===== config.mk =====
export PLATFORM = sky130hd
export DESIGN_NAME = ocfr_core
export DESIGN_NICKNAME = d
export VERILOG_FILES = /design/src/design/ocfr_pkg.sv /design/src/design/ocfr_core.sv
export VERILOG_INCLUDE_DIRS = /design/src /design/src/design
export SDC_FILE = /design/constraint.sdc
export NUM_CORES = 1
export LEC_CHECK = 0
export BUFFER_PORTS_ARGS = -buffer_cell sky130_fd_sc_hd__buf_2
export CAP_MARGIN = 25
export CORE_UTILIZATION = 60
export DETAILED_ROUTE_END_ITERATION = 12
export PLACE_DENSITY = 0.84
export SYNTH_ARGS = -nofsm -noshare
export SYNTH_HDL_FRONTEND = slang
export SYNTH_SLANG_ARGS = --single-unit

===== constraint.sdc =====
create_clock -name ref_clk -period 13.18 [get_ports ref_clk]
set_input_delay 1.318 -clock ref_clk [delete_from_list [all_inputs] [get_ports ref_clk]]
set_output_delay 1.318 -clock ref_clk [all_outputs]
set_load 0.03 [all_outputs]

===== src/design/ocfr_defs.svh =====
/*
  constants for the output current fault reaction block.
  assumes a 10 ns system clock; included by the design files only.
*/
`ifndef OCFR_DEFS_SVH
`define OCFR_DEFS_SVH
`define OCFR_CLK_NS 10
`define OCFR_NS_PER_US 1000
`define OCFR_US_PER_MS 1000
// field layout of a response setting
`define OCFR_ACT_HI 7
`define OCFR_ACT_LO 6
`define OCFR_RTY_HI 5
`define OCFR_RTY_LO 3
`define OCFR_DLY_HI 2
`define OCFR_DLY_LO 0
`define OCFR_REACT_RST 8'h80
// action codes
`define OCFR_ACT_RUN0 2'h0
`define OCFR_ACT_RUN1 2'h1
`define OCFR_ACT_DLY 2'h2
`define OCFR_ACT_NOW 2'h3
// deglitch intervals in microseconds
`define OCFR_DG_US_1 100
`define OCFR_DG_US_2 1000
`define OCFR_DG_US_3 5000
`define OCFR_DG_US_4 10000
`define OCFR_DG_US_5 20000
`define OCFR_DG_US_6 50000
`define OCFR_DG_US_7 100000
// status bit positions
`define OCFR_IOUT_OC_BIT 7
`define OCFR_IOUT_UC_BIT 4
`define OCFR_SB_OC_BIT 4
`define OCFR_SB_OTHER_BIT 0
`define OCFR_SW_IOUT_BIT 14
`endif


===== src/design/ocfr_pkg.sv =====
/*
  types of the output current fault reaction block.
  assumes nothing beyond a SystemVerilog compiler.
*/
package ocfr_pkg;
  // channel states, gray along off-on-delay-faulted-retry
  typedef enum logic [2:0] {
    OCFR_OFF = 3'h0,
    OCFR_ON = 3'h1,
    OCFR_TOFF = 3'h3,
    OCFR_FAULTED = 3'h2,
    OCFR_RETRY = 3'h6
  } ocfr_state_t;
  // index of the two watched conditions
  typedef enum logic {
    OCFR_OC = 1'b0,
    OCFR_UC = 1'b1
  } ocfr_cond_t;
endpackage : ocfr_pkg


===== src/design/ocfr_core.sv =====
/*
  fault reaction logic for one channel's overcurrent and undercurrent.
  assumes fast comparator levels synchronous to ref_clk, setting writes
  as one-cycle strobes from the command engine, and an on command level.
*/
// Notes on behaviour
// - deglitch the fast overcurrent and undercurrent detections before acting
// - a recorded fault sets current status, summary byte and word bits
// - a recorded fault pulls the alert line low
// - action 00b or 01b keeps the channel running, no clamping
// - action 10b runs for the deglitch time, then shuts down, or after turn-off delay when tracking
// - action 11b also runs for the deglitch time, then shuts down, or after turn-off delay when tracking
// - after a fault shutdown the restart field and restart limit decide restarting
// - restart field zero means stay off until an off-then-on sequence
// - nonzero restart field retries up to the global restart limit
// - an off command or another fault abandons pending restarts
// - restart field changes apply from the next off-then-on sequence
// - delay field sets how long a new fault is ignored
// - delay field 000b adds no deglitch delay
// - delay codes map to 100us up to 100ms intervals
// - restarts are spaced by the retry interval in milliseconds
// - clear faults resets status and alert, channel stays off
`timescale 1ns/1ps
`default_nettype none
`include "ocfr_defs.svh"
module ocfr_core
  import ocfr_pkg::*;
#(
  parameter int CYC_PER_US = `OCFR_NS_PER_US / `OCFR_CLK_NS,
  parameter int MS_CYCLES = CYC_PER_US * `OCFR_US_PER_MS,
  parameter int DG_W = 24
) (
  input wire logic ref_clk, // system clock
  input wire logic rst_b, // synchronous reset
  input wire logic oc_detect, // fast overcurrent comparator
  input wire logic uc_detect, // fast undercurrent comparator
  input wire logic oc_reaction_wr, // write overcurrent setting
  input wire logic uc_reaction_wr, // write undercurrent setting
  input wire logic [7:0] reaction_wdata, // setting write data
  input wire logic [2:0] restart_limit, // global restart count
  input wire logic [15:0] retry_interval_ms, // retry spacing
  input wire logic [15:0] turn_off_delay, // sequence-off delay, ms
  input wire logic tracking_en, // sequence off on fault
  input wire logic channel_on_cmd, // control pin and operation
  input wire logic other_fault_off, // another fault shut down
  input wire logic clear_faults, // clear status pulse
  output logic [7:0] overcurrent_fault_reaction, // setting readback
  output logic [7:0] undercurrent_fault_reaction, // setting readback
  output logic [7:0] output_current_status, // current status
  output logic [7:0] status_summary_byte, // summary byte bits
  output logic [15:0] status_summary_word, // summary word bits
  output logic host_alert_n, // alert, low active
  output logic channel_enable // channel run
);

  // deglitch limit in cycles for a delay code
  function automatic logic [DG_W-1:0] dg_limit(input logic [2:0] code);
    int us;
    us = 0;
    unique case (code)
      3'h1: us = `OCFR_DG_US_1;
      3'h2: us = `OCFR_DG_US_2;
      3'h3: us = `OCFR_DG_US_3;
      3'h4: us = `OCFR_DG_US_4;
      3'h5: us = `OCFR_DG_US_5;
      3'h6: us = `OCFR_DG_US_6;
      3'h7: us = `OCFR_DG_US_7;
      3'h0: us = 0;
    endcase
    return DG_W'(us * CYC_PER_US);
  endfunction : dg_limit

  // settings
  logic [7:0] react_reg [2];
  logic [7:0] react_next [2];
  logic [1:0] wr;
  logic [1:0] det;
  assign wr = {uc_reaction_wr, oc_reaction_wr};
  assign det = {uc_detect, oc_detect};

  // setting write path
  always_comb begin
    for (int i = 0; i < 2; i++) begin
      react_next[i] = wr[i] ? reaction_wdata : react_reg[i];
    end
  end

  always_ff @(posedge ref_clk) begin
    for (int i = 0; i < 2; i++) begin
      react_reg[i] <= !rst_b ? `OCFR_REACT_RST : react_next[i];
    end
  end

  // deglitch timers and qualified faults, one per condition
  logic [DG_W-1:0] dg_reg [2];
  logic [DG_W-1:0] dg_next [2];
  logic [1:0] qual;
  logic [1:0] qual_reg;
  logic [1:0] rise;
  logic [1:0] trip;
  logic [1:0] act_hi;

  always_comb begin
    for (int i = 0; i < 2; i++) begin
      if (!det[i]) begin
        dg_next[i] = '0;
      end else if (dg_reg[i] < dg_limit(react_reg[i][`OCFR_DLY_HI:`OCFR_DLY_LO])) begin
        dg_next[i] = dg_reg[i] + DG_W'(1);
      end else begin
        dg_next[i] = dg_reg[i];
      end
      qual[i] = det[i] && (dg_reg[i] >= dg_limit(react_reg[i][`OCFR_DLY_HI:`OCFR_DLY_LO]));
      act_hi[i] = react_reg[i][`OCFR_ACT_HI];
      trip[i] = qual[i] && act_hi[i];
    end
  end
  assign rise = qual & ~qual_reg;

  always_ff @(posedge ref_clk) begin
    for (int i = 0; i < 2; i++) begin
      dg_reg[i] <= !rst_b ? '0 : dg_next[i];
    end
    qual_reg <= !rst_b ? 2'h0 : qual;
  end

  // status bits and alert; a new fault wins over clear
  logic [7:0] ios_reg, ios_next;
  logic [7:0] sb_reg, sb_next;
  logic [15:0] sw_reg, sw_next;
  logic alert_n_reg, alert_n_next;

  always_comb begin
    ios_next = clear_faults ? 8'h00 : ios_reg;
    sb_next = clear_faults ? 8'h00 : sb_reg;
    sw_next = clear_faults ? 16'h0000 : sw_reg;
    if (rise[OCFR_OC]) begin
      ios_next[`OCFR_IOUT_OC_BIT] = 1'b1;
      sb_next[`OCFR_SB_OC_BIT] = 1'b1;
      sw_next[`OCFR_SW_IOUT_BIT] = 1'b1;
    end
    if (rise[OCFR_UC]) begin
      ios_next[`OCFR_IOUT_UC_BIT] = 1'b1;
      sb_next[`OCFR_SB_OTHER_BIT] = 1'b1;
      sw_next[`OCFR_SW_IOUT_BIT] = 1'b1;
    end
    alert_n_next = ~(|ios_next);
  end

  always_ff @(posedge ref_clk) begin
    ios_reg <= !rst_b ? 8'h00 : ios_next;
    sb_reg <= !rst_b ? 8'h00 : sb_next;
    sw_reg <= !rst_b ? 16'h0000 : sw_next;
    alert_n_reg <= !rst_b ? 1'b1 : alert_n_next;
  end

  // millisecond tick for turn-off delay and retry spacing
  logic [31:0] pre_reg, pre_next;
  logic ms_tick;
  assign ms_tick = (pre_reg == 32'(MS_CYCLES - 1));
  always_comb begin
    pre_next = ms_tick ? 32'h0 : pre_reg + 32'h1;
  end
  always_ff @(posedge ref_clk) begin
    pre_reg <= !rst_b ? 32'h0 : pre_next;
  end

  // channel state machine
  ocfr_state_t st_reg, st_next;
  logic [1:0] pol_reg, pol_next;
  logic [2:0] left_reg, left_next;
  logic [15:0] wait_reg, wait_next;
  logic cause_reg, cause_next;
  logic en_reg, en_next;
  logic wait_done;

  always_comb begin
    st_next = st_reg;
    pol_next = pol_reg;
    left_next = left_reg;
    cause_next = cause_reg;
    wait_next = ms_tick ? wait_reg + 16'h1 : wait_reg;
    wait_done = 1'b0;
    unique case (st_reg)
      OCFR_OFF: begin
        wait_next = 16'h0;
        if (channel_on_cmd) begin
          pol_next[0] = |react_reg[0][`OCFR_RTY_HI:`OCFR_RTY_LO];
          pol_next[1] = |react_reg[1][`OCFR_RTY_HI:`OCFR_RTY_LO];
          left_next = restart_limit;
          st_next = OCFR_ON;
        end
      end
      OCFR_ON: begin
        wait_next = 16'h0;
        if (other_fault_off) begin
          left_next = 3'h0;
          st_next = OCFR_FAULTED;
        end else if (|trip) begin
          cause_next = !trip[OCFR_OC];
          st_next = tracking_en ? OCFR_TOFF : OCFR_FAULTED;
        end
      end
      OCFR_TOFF: begin
        wait_done = (wait_reg >= turn_off_delay);
        if (other_fault_off) begin
          left_next = 3'h0;
          st_next = OCFR_FAULTED;
        end else if (wait_done) begin
          wait_next = 16'h0;
          st_next = OCFR_FAULTED;
        end
      end
      OCFR_FAULTED: begin
        wait_next = 16'h0;
        if (other_fault_off) begin
          left_next = 3'h0;
        end else if (pol_reg[cause_reg] && left_reg != 3'h0) begin
          st_next = OCFR_RETRY;
        end
      end
      OCFR_RETRY: begin
        wait_done = (wait_reg >= retry_interval_ms);
        if (other_fault_off) begin
          left_next = 3'h0;
          st_next = OCFR_FAULTED;
        end else if (wait_done) begin
          left_next = left_reg - 3'h1;
          st_next = OCFR_ON;
        end
      end
      default: st_next = OCFR_OFF;
    endcase
    if (!channel_on_cmd) begin
      st_next = OCFR_OFF;
      left_next = 3'h0;
    end
    en_next = (st_next == OCFR_ON) || (st_next == OCFR_TOFF);
  end

  always_ff @(posedge ref_clk) begin
    st_reg <= !rst_b ? OCFR_OFF : st_next;
    pol_reg <= !rst_b ? 2'h0 : pol_next;
    left_reg <= !rst_b ? 3'h0 : left_next;
    wait_reg <= !rst_b ? 16'h0 : wait_next;
    cause_reg <= !rst_b ? 1'b0 : cause_next;
    en_reg <= !rst_b ? 1'b0 : en_next;
  end

  // outputs straight from flops
  assign overcurrent_fault_reaction = react_reg[OCFR_OC];
  assign undercurrent_fault_reaction = react_reg[OCFR_UC];
  assign output_current_status = ios_reg;
  assign status_summary_byte = sb_reg;
  assign status_summary_word = sw_reg;
  assign host_alert_n = alert_n_reg;
  assign channel_enable = en_reg;
endmodule : ocfr_core
`default_nettype wire


## Yosys cells after proc, flatten, opt, wreduce, memory -nomap -nowiden

Memories as Yosys holds them, arrays and structs flattened.
Cells that the tools add are included.

| cells by class | value |
|---|---|
| $add $sub $neg | 5 |
| $mul | 4 |
| div/mod/pow operators | 0 |
| magnitude comparators | 7 |
| equal/unequal tests | 9 |
| shift-type cells | 0 |
| mux-type cells | 42 |
| bitwise gates (word level) | 5 |
| reductions and logical operators | 24 |

Operator list:

| operator | number |
|---|---|
| $mux W24 | 6 |
| $mul A32 B6 Y22 const B | 4 |
| $mux W32 | 2 |
| $add A24 B1 Y24 const B | 2 |
| $ge A24 B24 Y1 | 2 |
| $lt A24 B24 Y1 | 2 |
| $mux W16 | 3 |
| $mux W8 | 5 |
| $mux W3 | 12 |
| $add A32 B1 Y32 const B | 1 |
| $eq A32 B17 Y1 const B | 1 |
| $ge A16 B16 Y1 | 2 |
| $pmux W16 S2 | 1 |
| $add A16 B1 Y16 const B | 1 |
| $mux W15 | 1 |
| $pmux W3 S5 | 1 |
| $reduce_or A3 Y1 | 4 |
| $eq A3 B2 Y1 const B | 3 |
| $mux W1 | 9 |
| $pmux W3 S3 | 1 |
| $reduce_bool A3 Y1 | 3 |
| $reduce_or A8 Y1 | 1 |
| $eq A3 B1 Y1 const B | 2 |
| $reduce_and A3 Y1 | 2 |
| other kinds (16) | 25 |

| storage, ports and cells | value |
|---|---|
| bits in registers | 72 |
| latch bits | 0 |
| bits in writable memories | 64 |
| bits in read-only memories | 480 |
| input bits | 53 |
| output and inout port bits | 50 |
| word-level logic and storage cells | 115 |
| memories kept | 6 |

Memory list:

| name | depth | bits a word | rd ports | clocked after Yosys merged registers in | wr ports | line | source |
|---|---|---|---|---|---|---|---|
| (name not given) | 8 | 15 | 1 | 0 | 0 | ocfr_core.sv:60 | `unique case (code)` |
| (name not given) | 8 | 15 | 1 | 0 | 0 | ocfr_core.sv:60 |  |
| (name not given) | 8 | 15 | 1 | 0 | 0 | ocfr_core.sv:60 |  |
| (name not given) | 8 | 15 | 1 | 0 | 0 | ocfr_core.sv:60 |  |
| dg_reg | 2 | 24 | 2 | 0 | 2 | ocfr_core.sv:95 | `logic [DG_W-1:0] dg_reg [2];` |
| react_reg | 2 | 8 | 2 | 0 | 2 | ocfr_core.sv:74 | `logic [7:0] react_reg [2];` |

## Longest topological paths before layout

An unclocked memory read counts as a cell.

| logic depth | value |
|---|---|
| depth in word-level cells | 13 |
| gate-level depth with buffers | 25 |
| depth with buffers taken out | 23 |

## Least setup slack after synthesis

Ideal clock, no wire load.

| path | value |
|---|---|
| path kind | flip-flop to flip-flop |
| start | memory react_reg[1][1], in the netlist react_reg[0][9] |
| end | memory dg_reg[1][12], in the netlist dg_reg[0][36] |
| library setup time | 0.128 ns |
| arrival time | 5.553 ns |
| data required time | 13.052 ns |
| setup slack | 7.500 ns |
| cell stages (with the launch flop) | 26 |
| path buffers | 3 |
| period minus slack after synthesis | 5.680 ns |
| cell sequence | dfxtp_1 -> buf_2 -> inv_1 -> ha_1 -> nand2b_1 -> nand2_1 -> ha_1 -> fa_1 -> ha_1 -> ha_1 -> a211oi_1 -> nor2_1 -> o41ai_2 -> o2111ai_1 -> a21o_1 -> a21oi_1 -> xor2_1 -> ha_1 -> nand4_1 -> a21oi_1 -> a211o_1 -> buf_2 -> buf_6 -> nor4_2 -> xnor2_1 -> nor2_1 |

RTL lines:

| element | line |
|---|---|
| from (decl) | ocfr_core.sv:74 |
| to (decl) | ocfr_core.sv:95 |

==> impl_metrics.json <==
{
  "ys_async_sr_fraction_pct": 0,
  "rows": 48,
  "worstRegToRegCells": 23,
  "drive_above_1_share_pct": 11.88,
  "end_kind": "flop",
  "synth_top_area_share_pct": 25.33,
  "cts_root_buf": "clkbuf_16",
  "die_w_um": 135.9,
  "clock_latency_ps": 430,
  "grtUsageTotal_pct": 25.35,
  "layout.cells.non_filler": 1563,
  "drt-total-wl_um": 22350,
  "synth-seq-cells": 136,
  "grt_pass1_vias": 8420,
  "grt-ovfl-total": 0,
  "ys.flop_type": "dfxtp_1",
  "drtIter0Drc": 498,
  "rsz0062_at_grt": "no",
  "hold_violations": 0,
  "final_cell_mix": "170 x ha_1, 144 x nor2_1, 136 x dfxtp_1, 85 x inv_1, 81 x buf_2",
  "synth_area_leaders": "dfxtp_1 25%, ha_1 20%, nor2_1 5.0%, xnor2_1 5.0%, xor2_1 3.7%",
  "cts_setup_buffers": 0,
  "ios": 103,
  "max_slew.worst_pin.slew_ps": 884.3,
  "cp.arrival_ps": 6730,
  "wl_per_cell_um": 14.30,
  "period_minus_slack_ps": 6375,
  "postCtsHoldBufs": 0,
  "powerDensity_nw_per_um2": 96.10,
  "initial_core_util_pct": 61.72,
  "antenna_found_initial": 0,
  "ctsLongestPathBuffers": 2,
  "stdcell_area_um2": 11860,
  "yosysTopAreaCell": "dfxtp_1",
  "worstPathRequired_ps": 13530,
  "core-area_um2": 17420,
  "largest_reg_flops": 48,
  "area_growth_pct": 10.36,
  "antennaDiodeCount": 0,
  "hold_class": "flop to flop",
  "synth_cell_types": 78,
  "cp_max_fo": 18,
  "vias": 8874,
  "io_buffers": 81,
  "cp-start-kind": "flop",
  "die_area_um2": 18460,
  "postRouteAntennaNets": 0,
  "p_leak_nw": 5.651,
  "setup_tns_ps": 0,
  "grt_pass1_wl_um": 38130,
  "vias_per_cell": 5.678,
  "final_nets": 1560,
  "die_h_um": 135.9,
  "clk_pin_slew_ps": 70,
  "maxSlewViolCount": 0,
  "maxCapViolations": 0,
  "ctsResizeCount": 0,
  "place_ws_ps": 6833,
  "max_freq_ghz": 0.1569,
  "cts_tree": "yes",
  "routabilityCongestion": 0.8268,
  "finClkSkew_ps": 11.13,
  "clock_sinks": 136,
  "grt_max_degree": 36,
  "hold-worst-slack_ps": 468.6,
  "final_util_pct": 68.12,
  "final_common_cell": "ha_1",
  "synth-edff-count": 0,
  "syn_area_um2": 10750,
  "post_dp_cell_area_um2": 11220,
  "hpwl_um": 17000,
  "synth-seq-area-share_pct": 25.33,
  "drt_first_pass_iters": 5,
  "h-tree-depth": 4,
  "finalPower_mw": 1.140,
  "synth_cells": 1255,
  "fin_crit_sh_pct": 48.37,
  "ys_warn_count": 0,
  "drc_errors": 0,
  "synth_area_per_cell_um2": 8.566,
  "peakVddDrop_mv": 0.1170,
  "worstSetupPathType": "flop to flop",
  "maxSlewHeadroom_pct": 40.99,
  "worst_slack_ps": 6805,
  "finalSetupViolCount": 0,
  "cts_made_buffers": 17,
  "dp.cells": 1531,
  "status": "finished clean",
  "hold_depth": 1
}
-- cells in the mapped netlist, types with 5 or more instances --
cell type  count
buf_2          8
o21ai_0       36
clkbuf_1      22
a21oi_1       50
o21a_1         7
a21o_1        18
fa_1          12
nand4_1       24
inv_1         85
nor2_1       144
nand3_1       39
and4_1         8
nand3_2        5
xor2_1        46
xnor2_1       61
and3_1        16
or3_1         11
nand2_1       79
nor4b_1        5
nor3_1        20
mux2i_1       20
o211ai_1       8
a211oi_1      10
or2_2          5
nor4_1         9
dfxtp_1      136
buf_4         22
a31oi_1        7
ha_1         170
nor2b_1       23
nor4_2        10
nand2b_1      16
o21ai_1        8
and2_1        29
-- cell families after synthesis --
| family | share of synthesized area, % |
|---|---|
| AND/OR/NAND/NOR | 23.72 |
| adder cells (fa/ha/maj) | 22.02 |
| buffers and inverters | 6.029 |
| other | 0.03488 |
| flip-flops | 25.33 |
| multiplexers | 1.862 |
| AO/OA/AOI/OAI | 12.29 |
| XOR/XNOR | 8.717 |
-- metal layers --
metal | track usage (%) | part of all wire, % | vias up
met1 | 33.00 | 47 | 4144
met3 | 4.623 | 4.5 | 27
li1 | - | - | 4502
met5 | 0 | 0 | -
met2 | 42.72 | 47 | 201
met4 | 7.099 | 1.3 | 0
-- report_power, final --
part           internal (mW)  total, mW  leakage, nW  switching, mW
registers              0.417      0.426         1.10        0.00867
logic                 0.0778      0.194         4.23          0.116
clock network          0.313      0.520        0.317          0.207
total                  0.808       1.14         5.65          0.332
-- critical path, cell delays in order (launching register included) --
cell       delay, ps
dfxtp_1          560
inv_1            150
ha_1             350
nand2b_1         130
nand2_1          110
ha_1             300
fa_1             470
ha_1             310
ha_1             370
a211oi_1         260
nor2_1            90
o41ai_2          370
o2111ai_1        220
a21o_1           190
a21oi_1          180
xor2_1            90
ha_1             300
nand4_1           90
nor2_1           280
o21ai_1          130
nor2_2           690
o21ai_0          240
or2_1            270
a21boi_0         150
-- layout make-up --
type / count / area [um^2]
clock inverter: 14 / 203.9
multi-input combinational: 1001 / 7470
timing repair buffer: 82 / 420.4
inverter: 87 / 326.6
clock buffer: 18 / 439.2
tap: 225 / 281.5
sequential: 136 / 2723
fill: 1383 / 5553
-- path summary, 6_finish.rpt --
kind | from | to | slack [ps]
setup / recovery | react_reg[0][9] | output_current_status[4] | 6800
hold / removal | pre_reg[0] | pre_reg[0] | 470
setup reg to reg | react_reg[0][9] | output_current_status[4] | 6800
hold reg to reg | pre_reg[0] | pre_reg[0] | 470
(Power assumes the default switching activity.)
